===== config.mk =====
export PLATFORM = sky130hd
export DESIGN_NAME = brwd_top
export DESIGN_NICKNAME = d
export VERILOG_FILES = /design/src/brwd_pkg.sv /design/src/brwd_top.sv
export SDC_FILE = /design/constraint.sdc
export NUM_CORES = 1
export LEC_CHECK = 0
export BUFFER_PORTS_ARGS = -buffer_cell sky130_fd_sc_hd__buf_2
export CAP_MARGIN = 20
export CORE_AREA = 2 2 118 120
export CTS_CLUSTER_DIAMETER = 50
export DETAILED_ROUTE_END_ITERATION = 6
export DIE_AREA = 0 0 120 122
export HOLD_SLACK_MARGIN = 0.05
export PLACE_DENSITY_LB_ADDON = 0.3
export SLEW_MARGIN = 20
export SYNTH_ARGS = -nofsm -noshare
export SYNTH_HDL_FRONTEND = slang
export SYNTH_SLANG_ARGS = --single-unit

===== constraint.sdc =====
create_clock -name clk -period 3.8 [get_ports clk]
set_input_delay 0.76 -clock clk [delete_from_list [all_inputs] [get_ports clk]]
set_output_delay 0.76 -clock clk [all_outputs]
set_load 0.02 [all_outputs]

===== src/brwd_pkg.sv =====
// constants and carriers for the buffer register window decoder
// assumes one hub core clock; host accesses arrive already as single requests
// Function
// RULE1: window is cut into consecutive 2 KB slots, one buffer chip per slot
// RULE2: window sits at the programmable region base, offsets decoded relative to it
// RULE3: in-slot access becomes a channel command only when its present bit is set
// RULE4: slot offset is 3-bit function above 8-bit register offset, 11 bits total
// RULE5: offsets 0h to 7FFFh go to channel 0, slots ascending by 800h
// RULE6: offsets 8000h to FFFFh go to channel 1, slots ascending by 800h
// RULE7: offsets 10000h to 17FFFh go to channel 2, slots ascending by 800h
// RULE8: offsets 18000h to 1FFFFh go to channel 3, slots ascending by 800h
// RULE9: a slot with its present bit clear gets no command at all
// RULE10: base is a writable field on address bits 39:17, default 0xFE00_0000
// RULE11: window spans 128 KB, 32 KB for each of four channels
// RULE12: accesses outside are not claimed; channel 16:15, slot 14:11, function 10:8
package brwd_pkg;

  localparam int ADDR_W = 40;
  localparam int DATA_W = 32;
  localparam int BASE_LSB = 17;
  localparam int BASE_W = ADDR_W - BASE_LSB;
  localparam logic [BASE_W-1:0] BASE_RESET = 23'h007f00;
  localparam logic [63:0] PRESENT_RESET = 64'h0000000000000000;

  localparam int OFF_W = BASE_LSB;
  localparam logic [OFF_W-1:0] WINDOW_BYTES = 17'h1ffff;
  localparam logic [OFF_W-1:0] CHAN_BYTES = 17'h08000;
  localparam logic [OFF_W-1:0] SLOT_BYTES = 17'h00800;
  localparam int NUM_CHAN = 4;
  localparam int SLOTS_PER_CHAN = 16;
  localparam int NUM_SLOTS = NUM_CHAN * SLOTS_PER_CHAN;

  localparam int CHAN_LSB = 15;
  localparam int CHAN_W = 2;
  localparam int SLOT_LSB = 11;
  localparam int SLOT_W = 4;
  localparam int FUNC_LSB = 8;
  localparam int FUNC_W = 3;
  localparam int REG_LSB = 0;
  localparam int REG_W = 8;

  typedef struct packed {
    logic valid;
    logic write;
    logic [ADDR_W-1:0] addr;
    logic [DATA_W-1:0] wdata;
  } brwd_req_s;

  typedef struct packed {
    logic write;
    logic [SLOT_W-1:0] slot;
    logic [FUNC_W-1:0] func;
    logic [REG_W-1:0] reg_off;
    logic [DATA_W-1:0] wdata;
  } brwd_cmd_s;

endpackage


===== src/brwd_top.sv =====
// buffer register window decoder: host window accesses to per-channel buffer commands
// assumes requests synchronous to clk, one per cycle at most; no back-pressure
`timescale 1ns/1ns

module brwd_top (
  input wire logic clk,
  input wire logic reset_n,
  input wire brwd_pkg::brwd_req_s host_req,
  input wire logic base_load,
  input wire logic [brwd_pkg::BASE_W-1:0] base_value,
  input wire logic present_load,
  input wire logic [brwd_pkg::NUM_SLOTS-1:0] present_value,
  output logic host_claim,
  output logic host_drop,
  output logic [brwd_pkg::NUM_CHAN-1:0] chan_cmd_valid,
  output brwd_pkg::brwd_cmd_s chan_cmd,
  output logic [brwd_pkg::BASE_W-1:0] window_region_base,
  output logic [brwd_pkg::NUM_SLOTS-1:0] buffer_present_bits
);

  ////////////////////////////////////////////////////////////////////////////
  // decode helpers

  function automatic logic in_window(input logic [brwd_pkg::ADDR_W-1:0] addr,
                                     input logic [brwd_pkg::BASE_W-1:0] base);
    in_window = (addr[brwd_pkg::ADDR_W-1:brwd_pkg::BASE_LSB] == base);
  endfunction

  function automatic logic [brwd_pkg::OFF_W-1:0] window_offset(
      input logic [brwd_pkg::ADDR_W-1:0] addr);
    window_offset = addr[brwd_pkg::OFF_W-1:0];
  endfunction

  function automatic logic [brwd_pkg::CHAN_W-1:0] chan_of(
      input logic [brwd_pkg::OFF_W-1:0] off);
    chan_of = off[brwd_pkg::CHAN_LSB +: brwd_pkg::CHAN_W];
  endfunction

  function automatic logic [brwd_pkg::SLOT_W-1:0] slot_of(
      input logic [brwd_pkg::OFF_W-1:0] off);
    slot_of = off[brwd_pkg::SLOT_LSB +: brwd_pkg::SLOT_W];
  endfunction

  function automatic logic [5:0] slot_index(input logic [brwd_pkg::OFF_W-1:0] off);
    slot_index = {chan_of(off), slot_of(off)};
  endfunction

  ////////////////////////////////////////////////////////////////////////////
  // window settings

  logic [brwd_pkg::BASE_W-1:0] next_window_region_base;
  logic [brwd_pkg::NUM_SLOTS-1:0] next_buffer_present_bits;

  always_comb begin
    next_window_region_base = window_region_base;
    next_buffer_present_bits = buffer_present_bits;
    // RULE10 relocatable base
    if (base_load) begin
      next_window_region_base = base_value;
    end
    // RULE9 present bits load
    if (present_load) begin
      next_buffer_present_bits = present_value;
    end
  end

  always_ff @(posedge clk) begin
    if (!reset_n) begin
      window_region_base <= brwd_pkg::BASE_RESET;
      buffer_present_bits <= brwd_pkg::PRESENT_RESET;
    end else begin
      window_region_base <= next_window_region_base;
      buffer_present_bits <= next_buffer_present_bits;
    end
  end

  ////////////////////////////////////////////////////////////////////////////
  // access decode

  logic req_hit;
  logic [brwd_pkg::OFF_W-1:0] req_off;
  logic req_present;
  logic next_host_claim;
  logic next_host_drop;
  logic [brwd_pkg::NUM_CHAN-1:0] next_chan_cmd_valid;
  brwd_pkg::brwd_cmd_s next_chan_cmd;

  always_comb begin
    // RULE2 RULE11 base-relative 128 KB match
    req_hit = host_req.valid && in_window(host_req.addr, window_region_base);
    req_off = window_offset(host_req.addr);
    // RULE9 present gate
    req_present = buffer_present_bits[slot_index(req_off)];
    // RULE12 claim only inside window
    next_host_claim = req_hit;
    next_host_drop = req_hit && !req_present;
    next_chan_cmd_valid = '0;
    // RULE3 RULE5 RULE6 RULE7 RULE8 channel select
    if (req_hit && req_present) begin
      next_chan_cmd_valid[chan_of(req_off)] = 1'h1;
    end
    next_chan_cmd = chan_cmd;
    if (req_hit && req_present) begin
      next_chan_cmd.write = host_req.write;
      // RULE1 2 KB slot per buffer chip
      next_chan_cmd.slot = slot_of(req_off);
      // RULE4 function above register offset
      next_chan_cmd.func = req_off[brwd_pkg::FUNC_LSB +: brwd_pkg::FUNC_W];
      next_chan_cmd.reg_off = req_off[brwd_pkg::REG_LSB +: brwd_pkg::REG_W];
      next_chan_cmd.wdata = host_req.wdata;
    end
  end

  // RULE3 one-cycle answer
  always_ff @(posedge clk) begin
    if (!reset_n) begin
      host_claim <= 1'h0;
      host_drop <= 1'h0;
      chan_cmd_valid <= '0;
      chan_cmd <= '0;
    end else begin
      host_claim <= next_host_claim;
      host_drop <= next_host_drop;
      chan_cmd_valid <= next_chan_cmd_valid;
      chan_cmd <= next_chan_cmd;
    end
  end

  logic req_go;
  assign req_go = req_hit && req_present;
endmodule // brwd_top


* After elaboration in Yosys (flattened, before gate mapping) *
Index checks and enable logic that the tools add are counted.

word-level totals
  output and inout port bits = 141
  bits in registers = 141
  logic and storage cells = 24
  input bits = 165

operators by class
  reductions and logical operators = 6
  equality and inequality tests = 1
  muxes and demuxes = 4
  order comparisons = 3

operators with widths
  operator                                              number
  == test 23 bit                                        1
  < comparator 6 x 7 -> 1 bit (second input constant)   1
  binary-select mux 1 bit (select 6 bit)                1
  logical AND 1 bit                                     4
  < comparator 2 x 3 -> 1 bit (second input constant)   1
  demux 1 bit (select 2 bit)                            1
  >= comparator 2 x 1 -> 1 bit (second input constant)  1
  2-to-1 mux 1 bit                                      2
  AND reduction 2 bit                                   1
  logical NOT 1 bit                                     1

* Logic depth before layout (Yosys ltp) *
Gate-level depths: netlist of the first run.

  depth after elaboration = 4
  mapped depth = 11
  gate-level depth less buffers = 7

* Least setup slack after synthesis of the first run *
OpenSTA, ideal clock, no wires.

  path kind = input -> register
  start = input port host_req[62] in the netlist's numbering
  end = register chan_cmd[23] in the netlist's numbering
  cell stages on the path = 9
  setup time = 0.072 ns
  data required time = 3.728 ns
  arrival = 2.318 ns
  slack = 1.410 ns
  buffers on the path = 3
  cells stage by stage = xnor2_1 -> nand4_1 -> or4_1 -> nor3_1 -> a22o_1 -> buf_4 -> buf_12 -> buf_12 -> mux2i_1

between the ends
  word-level cells in the longest chain between the ends = 3

ends and longest elaborated chain
  what                  line             source
  from (decl)           brwd_top.sv:8    input wire brwd_pkg::brwd_req_s host_req,
  == test 23 bit        brwd_top.sv:26   in_window = (addr[brwd_pkg::ADDR_W-1:brwd_pkg::BASE_LSB] == base);
  logical AND 1 bit     brwd_top.sv:90   req_hit = host_req.valid && in_window(host_req.addr, window_region_base);
  logical AND 1 bit     --
  to (signal assigned)  brwd_top.sv:125  chan_cmd <= next_chan_cmd;
  to (decl)             brwd_top.sv:16   output brwd_pkg::brwd_cmd_s chan_cmd,

No other way between the ends.
A chain may end at the register's enable or synchronous reset.

* Worst setup path in the final report of the first run *
  start = input port host_req[44] in the netlist's numbering
  end = register chan_cmd[11] in the netlist's numbering

between the ends
  word-level cells in the longest chain between the ends = 3

ends and longest elaborated chain
  what                                    line            source
  binary-select mux 1 bit (select 6 bit)  brwd_top.sv:93  req_present = buffer_present_bits[slot_index(req_off)];
  2-to-1 mux 1 bit (not written as such)  brwd_top.sv:93
  logical AND 1 bit                       --

No other way between the ends. The select of a mux whose other input is x is not followed.

==> results of run 1 <==
[routing by layer]
metal  vias up  routed length [um]  GRT usage
met2       188                8050      0.363
met3        23                1080     0.0618
met4         0                 290     0.0757
met5         -                   0          0
met1      2478                7060      0.281
li1       2675                   -          -
[cells in the final DEF (no fill, tap or decap)]
| cell type | instances |
|---|---|
| nor2b_1 | 3 |
| buf_2 | 304 |
| and2_1 | 2 |
| nor2_1 | 83 |
| nor3_1 | 3 |
| clkbuf_1 | 1 |
| inv_2 | 1 |
| clkbuf_8 | 4 |
| clkinvlp_4 | 3 |
| xor2_1 | 18 |
| nor4_1 | 8 |
| xnor2_1 | 5 |
| nand4_1 | 7 |
| buf_4 | 4 |
| nand4b_1 | 5 |
| clkbuf_16 | 17 |
| dfxtp_1 | 141 |
| buf_12 | 2 |
| nor3b_1 | 2 |
| clkinv_2 | 3 |
| bufinv_16 | 3 |
| nand2_1 | 106 |
| clkinv_4 | 1 |
| or4_1 | 2 |
| nand3_1 | 3 |
| inv_1 | 2 |
| a22oi_1 | 16 |
| a22o_2 | 1 |
| and3_1 | 1 |
| mux2i_1 | 167 |
[registers in the layout (all words and copies together), names as in the netlist]
signal / count
host_claim: 1
buffer_present_bits: 64
chan_cmd: 48
window_region_base: 23
chan_cmd_valid: 4
host_drop: 1
[cell families after synthesis]
group / count (synthesis) / share of synthesized area
AOI/OAI and AO/OA: 17 / 0.0214
xor gates and xnor gates: 23 / 0.0334
buffers and inverters: 47 / 0.0430
DFF: 141 / 0.468
muxes: 167 / 0.277
and+or+nand+nor: 225 / 0.157
[layout make-up]
cell class,count,area [um^2],area share
timing repair buffer,310,1590,0.194
inverter,3,11.3,0.00137
tap,180,225,0.0274
multi-input combinational,432,2950,0.359
clock inverter,10,136,0.0166
sequential,141,2820,0.343
clock buffer,22,484,0.0589
[final timing paths]
path | endpoint | cells past startpoint | slack (ns)
max | chan_cmd[11] | 8 | 1.18
min | chan_cmd[3] | 2 | 0.45
max reg2reg | chan_cmd[11] | 7 | 1.28
min reg2reg | chan_cmd[3] | 2 | 0.45
[power by group through the flow]
stage	combinational (mW)	sequential (mW)	clock (mW)
floorplan	0.214	1.67	0
global placement	0.461	1.61	0
detailed placement	0.464	1.61	0
CTS	0.467	1.58	1.74
global route	0.508	1.59	1.82
finish	0.463	1.58	1.72
[worst register-to-register path, stage by stage, from the launching register on]
cell and delay [ns]:
dfxtp_1 0.33, xnor2_1 0.25, nand4_1 0.12, or4_1 0.51, nor3_1 0.19, a22o_2 0.51
buf_12 0.29, mux2i_1 0.25
[stage by stage]
step | cells | utilization | power [mW]
finish | 1098 | 0.609 | 3.76
global route | 1098 | 0.609 | 3.91
CTS | 1098 | 0.609 | 3.79
detailed placement | 1066 | 0.563 | 2.08
global placement | 1066 | 0.563 | 2.07
floorplan | 620 | - | 1.88
==> metrics.md, run 1 <==
| Metric | Value |
|---|---|
| Placed instance area | `0.00760 mm^2` |
| CP Launch Point | `host_req[44]` |
| Layout cells sized above 1 | `0.374` |
| Power per cell area | `457 mW/mm^2` |
| Starting Density | `0.446` |
| Clock Tree Buf Depth | `2` |
| Routability cong. | `0.802` |
| Clock transition at path regs | `0.06 ns` |
| Final setup TNS | `0 ns` |
| Post-CTS Resized | `0` |
| Die area | `0.0146 mm^2` |
| Final net count | `1070` |
| Worst-margin pin slew | `1.06 ns` |
| Worst IR Drop VDD | `266 uV` |
| Max-Cap Viols | `0` |
| Max Clock Freq | `381 MHz` |
| Synth area leaders | `dfxtp_1 (47%), mux2i_1 (28%), nand2_1 (6.6%)` |
| Cell taking the most area after synthesis | `dfxtp_1` |
| Seq/Total Area, Yosys | `0.468` |
| Synth Warn # | `0` |
| Synthesis-to-layout area growth | `36.3%` |
| Num CTS Buffers | `17` |
| DRT antenna net count | `0` |
| Clk_lat worst skew | `0.42 ns` |
| Status | `complete, no violations` |
| Drt total wl | `16500 um` |
| Worst Setup End Kind | `register` |
| Tcrit/Tclk final | `0.690` |
| Dominant synthesized flop cell | `dfxtp_1` |
| Switching fraction of total power | `0.246` |
| TritonCTS clock tree | `done` |
| Core area | `0.0135 mm^2` |
| Die W | `120 um` |
| I/O Pins | `306` |
| Detailed Route Iter0 Violations | `273` |
| Setup violators final | `0` |
| Worst Clk Skew | `0.00617 ns` |
| Overall global routing resource usage | `0.221` |
| Post-synthesis register bit count | `141` |
| N_diodes | `0` |
| Most numerous cell in the Yosys netlist | `mux2i_1` |
| Crit-path slowest cell | `nor2_1` |
| Cts hold-fix bufs | `0` |
| Routed vias/inst | `4.89` |
| Height of the die | `122 um` |
| Post-DP HPWL | `12000 um` |
| Row cnt | `43` |
| Leakage power | `4.14 nW` |
| Flop pwr share | `0.421` |
| Min-Delay Path Class | `register to register` |
| Int Pwr | `2.84 mW` |
| WHS | `0.451 ns` |
| Final min period | `2.62 ns` |
| IO buf count | `305` |
| Post-Syn Instances | `620` |
| Root Buffer | `clkbuf_16` |
| Total gr overflow | `0` |
| Worst flop-to-flop path startpoint | `window_region_base[14]` |
| Largest net degree at the start of global routing | `104` |
| Post-CTS setup buffer count | `0` |
| Final worst setup slack | `1.18 ns` |
| First-pass GRT wire length | `25500 um` |
| NetSw | `0.924 mW` |
| Cells along the critical path | `buf_2 -> nor2_1 -> a22oi_1 -> nand4b_1 -> nand4_1 -> a22o_2 -> buf_12 -> mux2i_1` |
| Htree depth | `4` |
| Vias in the first global route | `5008` |
| CP Data Arrival Time | `2.96 ns` |
| Post-synth ARST share | `0` |
| Mapped Nets | `785` |
| RSZ-0062 raised after global routing | `no` |
| Routed WL per cell | `15.0 um` |
| Crit Path Max Fanout | `26` |
| Part of the power in combinational logic | `0.123` |
| Clk network pwr share | `0.456` |
| Residual DRC | `0` |
| Initial antenna violation count | `0` |
| Yosys top cell area share | `0.468` |
| CP peak stage delay | `0.56 ns` |
| TritonRoute pass-1 iters | `4` |
| Worst slack at placement | `0.709 ns` |
| Startpoint Class | `primary input` |
| # fillers | `1260` |
| Top delay family on crit path | `simple AND/OR/NAND/NOR gates` |
| Via count | `5364` |
| Final Cell Area | `0.00822 mm^2` |
| Post-synth EDFFs | `0` |
| Worst slew margin | `0.297` |
| Slew Viols, Final | `0` |
| Worst path required time | `4.14 ns` |
| Post-synth cell types | `25` |
| Syn_area_per_cell | `9.72 um^2` |
| CP Class | `primary input to register` |
| HP Start | `chan_cmd[3]` |
| Clock Sinks | `141` |
| Top cells by count, synth | `mux2i_1 (167), dfxtp_1 (141), nand2_1 (106)` |
| Critical path buffers and inverters | `2` |
| Mapped Area | `0.00603 mm^2` |
| Hold Violations, Final | `0` |
Note: power is estimated with default switching activity, not from simulation.
==> run 2: changes to the inputs <==
- clock period: 3.8 -> 2.6 ns (I/O delays scaled with it)
==> run 2 against run 1 <==
Against the previous run: total power rose by 48%; register-to-register slack worse by 0.94 ns; count of clock-buffer cells in the layout unchanged; combinational power rose by 48%; clock skew rose by 0.0020 ns; sequential cell count stayed put; largest cell class unchanged; highest routed layer unchanged.
==> metrics.md, run 2 (synthesized netlist as in run 1, its figures left out) <==
| Metric | Value |
|---|---|
| Worst Setup End Kind | `register` |
| Largest register FFs | `64` |
| Reg2Reg Depth | `7` |
| Core area | `0.0135 mm^2` |
| Routed vias/inst | `4.88` |
| Final min period | `2.26 ns` |
| CP Data Arrival Time | `2.60 ns` |
| Vias in the first global route | `5014` |
| Slew Viols, Final | `0` |
| Clock transition at path regs | `0.06 ns` |
| Clock Tree Buf Depth | `2` |
| Residual DRC | `0` |
| Cts hold-fix bufs | `0` |
| Setup slack, reg-to-reg | `0.34 ns` |
| Final net count | `1077` |
| Final setup TNS | `0 ns` |
| Startpoint Class | `register` |
| TritonCTS clock tree | `done` |
| Die area | `0.0146 mm^2` |
| Cells along the critical path | `xnor2_1 -> nand4_1 -> or4_1 -> nor3_1 -> a22o_2 -> buf_4 -> mux2i_1` |
| Critical path buffers and inverters | `1` |
| Worst path required time | `2.94 ns` |
| Total gr overflow | `0` |
| Worst-margin pin slew | `0.941 ns` |
| Starting Density | `0.446` |
| Max Clock Freq | `442 MHz` |
| RSZ-0062 raised after global routing | `no` |
| Final core utilization | `0.615` |
| Initial antenna violation count | `0` |
| N_diodes | `0` |
| Commonest non-fill, non-tap cell in the layout | `buf_2` |
| IO buf count | `305` |
| Post-CTS Resized | `0` |
| First-pass GRT wire length | `25200 um` |
| Min-Delay Path Class | `primary input to register` |
| Leakage power | `4.20 nW` |
| Largest net degree at the start of global routing | `104` |
| Final worst setup slack | `0.338 ns` |
| Power per cell area | `672 mW/mm^2` |
| Worst slew margin | `0.372` |
| Post-DP HPWL | `12600 um` |
| Clk_lat worst skew | `0.42 ns` |
| Largest Register | `buffer_present_bits` |
| Crit-path slowest cell | `or4_1` |
| Worst Clk Skew | `0.00817 ns` |
| Routability cong. | `0.806` |
| Placed Cells | `1073` |
| Critical Path Stages | `7` |
| Top delay family on crit path | `simple AND/OR/NAND/NOR gates` |
| Hold Violations, Final | `0` |
| FF-to-FF End | `chan_cmd[25]` |
| Setup violators final | `0` |
| Clock Sinks | `141` |
| Height of the die | `122 um` |
| Overall global routing resource usage | `0.220` |
| CP Launch Point | `window_region_base[14]` |
| I/O Pins | `306` |
| Tcrit/Tclk final | `0.870` |
| Worst IR Drop VDD | `354 uV` |
| Row cnt | `43` |
| Crit Path Max Fanout | `8` |
| Status | `complete, no violations` |
| Drt total wl | `16500 um` |
| Num CTS Buffers | `17` |
| Worst slack at placement | `0.0554 ns` |
| Worst flop-to-flop path startpoint | `window_region_base[14]` |
| Critical path capture point | `chan_cmd[25]` |
| Max-Cap Viols | `0` |
| Post-CTS setup buffer count | `0` |
| DRT antenna net count | `0` |
| Final Instance Count excl. Fillers | `1105` |
| Detailed Route Iter0 Violations | `262` |
| Synthesis-to-layout area growth | `37.8%` |
| Routed WL per cell | `15.0 um` |
| Largest regs | `buffer_present_bits x64, chan_cmd x48, window_region_base x23` |
| Layout cells sized above 1 | `0.378` |
| Most frequent cells in the layout | `buf_2 (304), mux2i_1 (167), dfxtp_1 (141), nand2_1 (106), nor2_1 (83)` |
| TritonRoute pass-1 iters | `4` |
| Final Power | `5.58 mW` |
| CP peak stage delay | `0.54 ns` |
| Root Buffer | `clkbuf_16` |
| CP Class | `register to register` |
| Via count | `5397` |
| Die W | `120 um` |
| Htree depth | `4` |
## run 2: cell types whose count changed in the layout (fill, tap and decap cells not counted), sizes merged
cell / before / now
clkinv: 4 / 3
clkinvlp: 3 / 2
bufinv: 3 / 4
buf: 310 / 317
inv: 3 / 4
## run 2: final cells by class
class | instances | area [um^2]
Clock buffer | 22 | 484
Clock inverter | 10 | 159
Fill cell | 1193 | 5200
Inverter | 3 | 11.3
Multi-Input combinational cell | 432 | 2950
Sequential cell | 141 | 2820
Tap cell | 180 | 225
Timing Repair Buffer | 317 | 1660
## run 2: where the power goes
part,switching [mW],internal (mW)
clock,0.879,1.70
sequential,0.0689,2.24
combinational,0.386,0.300
## run 2: how the worst min path moves through the flow
stage | start | to | slack (ns) | cells past startpoint
after floorplan | chan_cmd[0] | chan_cmd[0] | 0.53 | 2
after global placement | chan_cmd[38] | chan_cmd[38] | 0.44 | 2
after detailed placement | chan_cmd[39] | chan_cmd[39] | 0.44 | 2
after CTS | base_value[10] | window_region_base[10] | 0.31 | 3
after global routing | base_value[10] | window_region_base[10] | 0.32 | 3
final | base_value[9] | window_region_base[9] | 0.33 | 3
## run 2: tightest hold or removal path, cell delays in order
cell     delay [ns]
buf_2          0.07
mux2i_1        0.05
nand2_1        0.06
## run 2: metrics by stage
step	cell area (um^2)	hold slack, ns
after floorplan	6030	0.533
after global placement	7660	0.439
after detailed placement	7660	0.444
after CTS	8310	0.306
after global routing	8310	0.318
final	8310	0.327
## run 2: metal layers
| layer | share of wire | GRT usage |
|---|---|---|
| met5 | 0 | 0 |
| met4 | 0.018 | 0.0853 |
| met3 | 0.063 | 0.0590 |
| met2 | 0.49 | 0.366 |
| met1 | 0.43 | 0.272 |
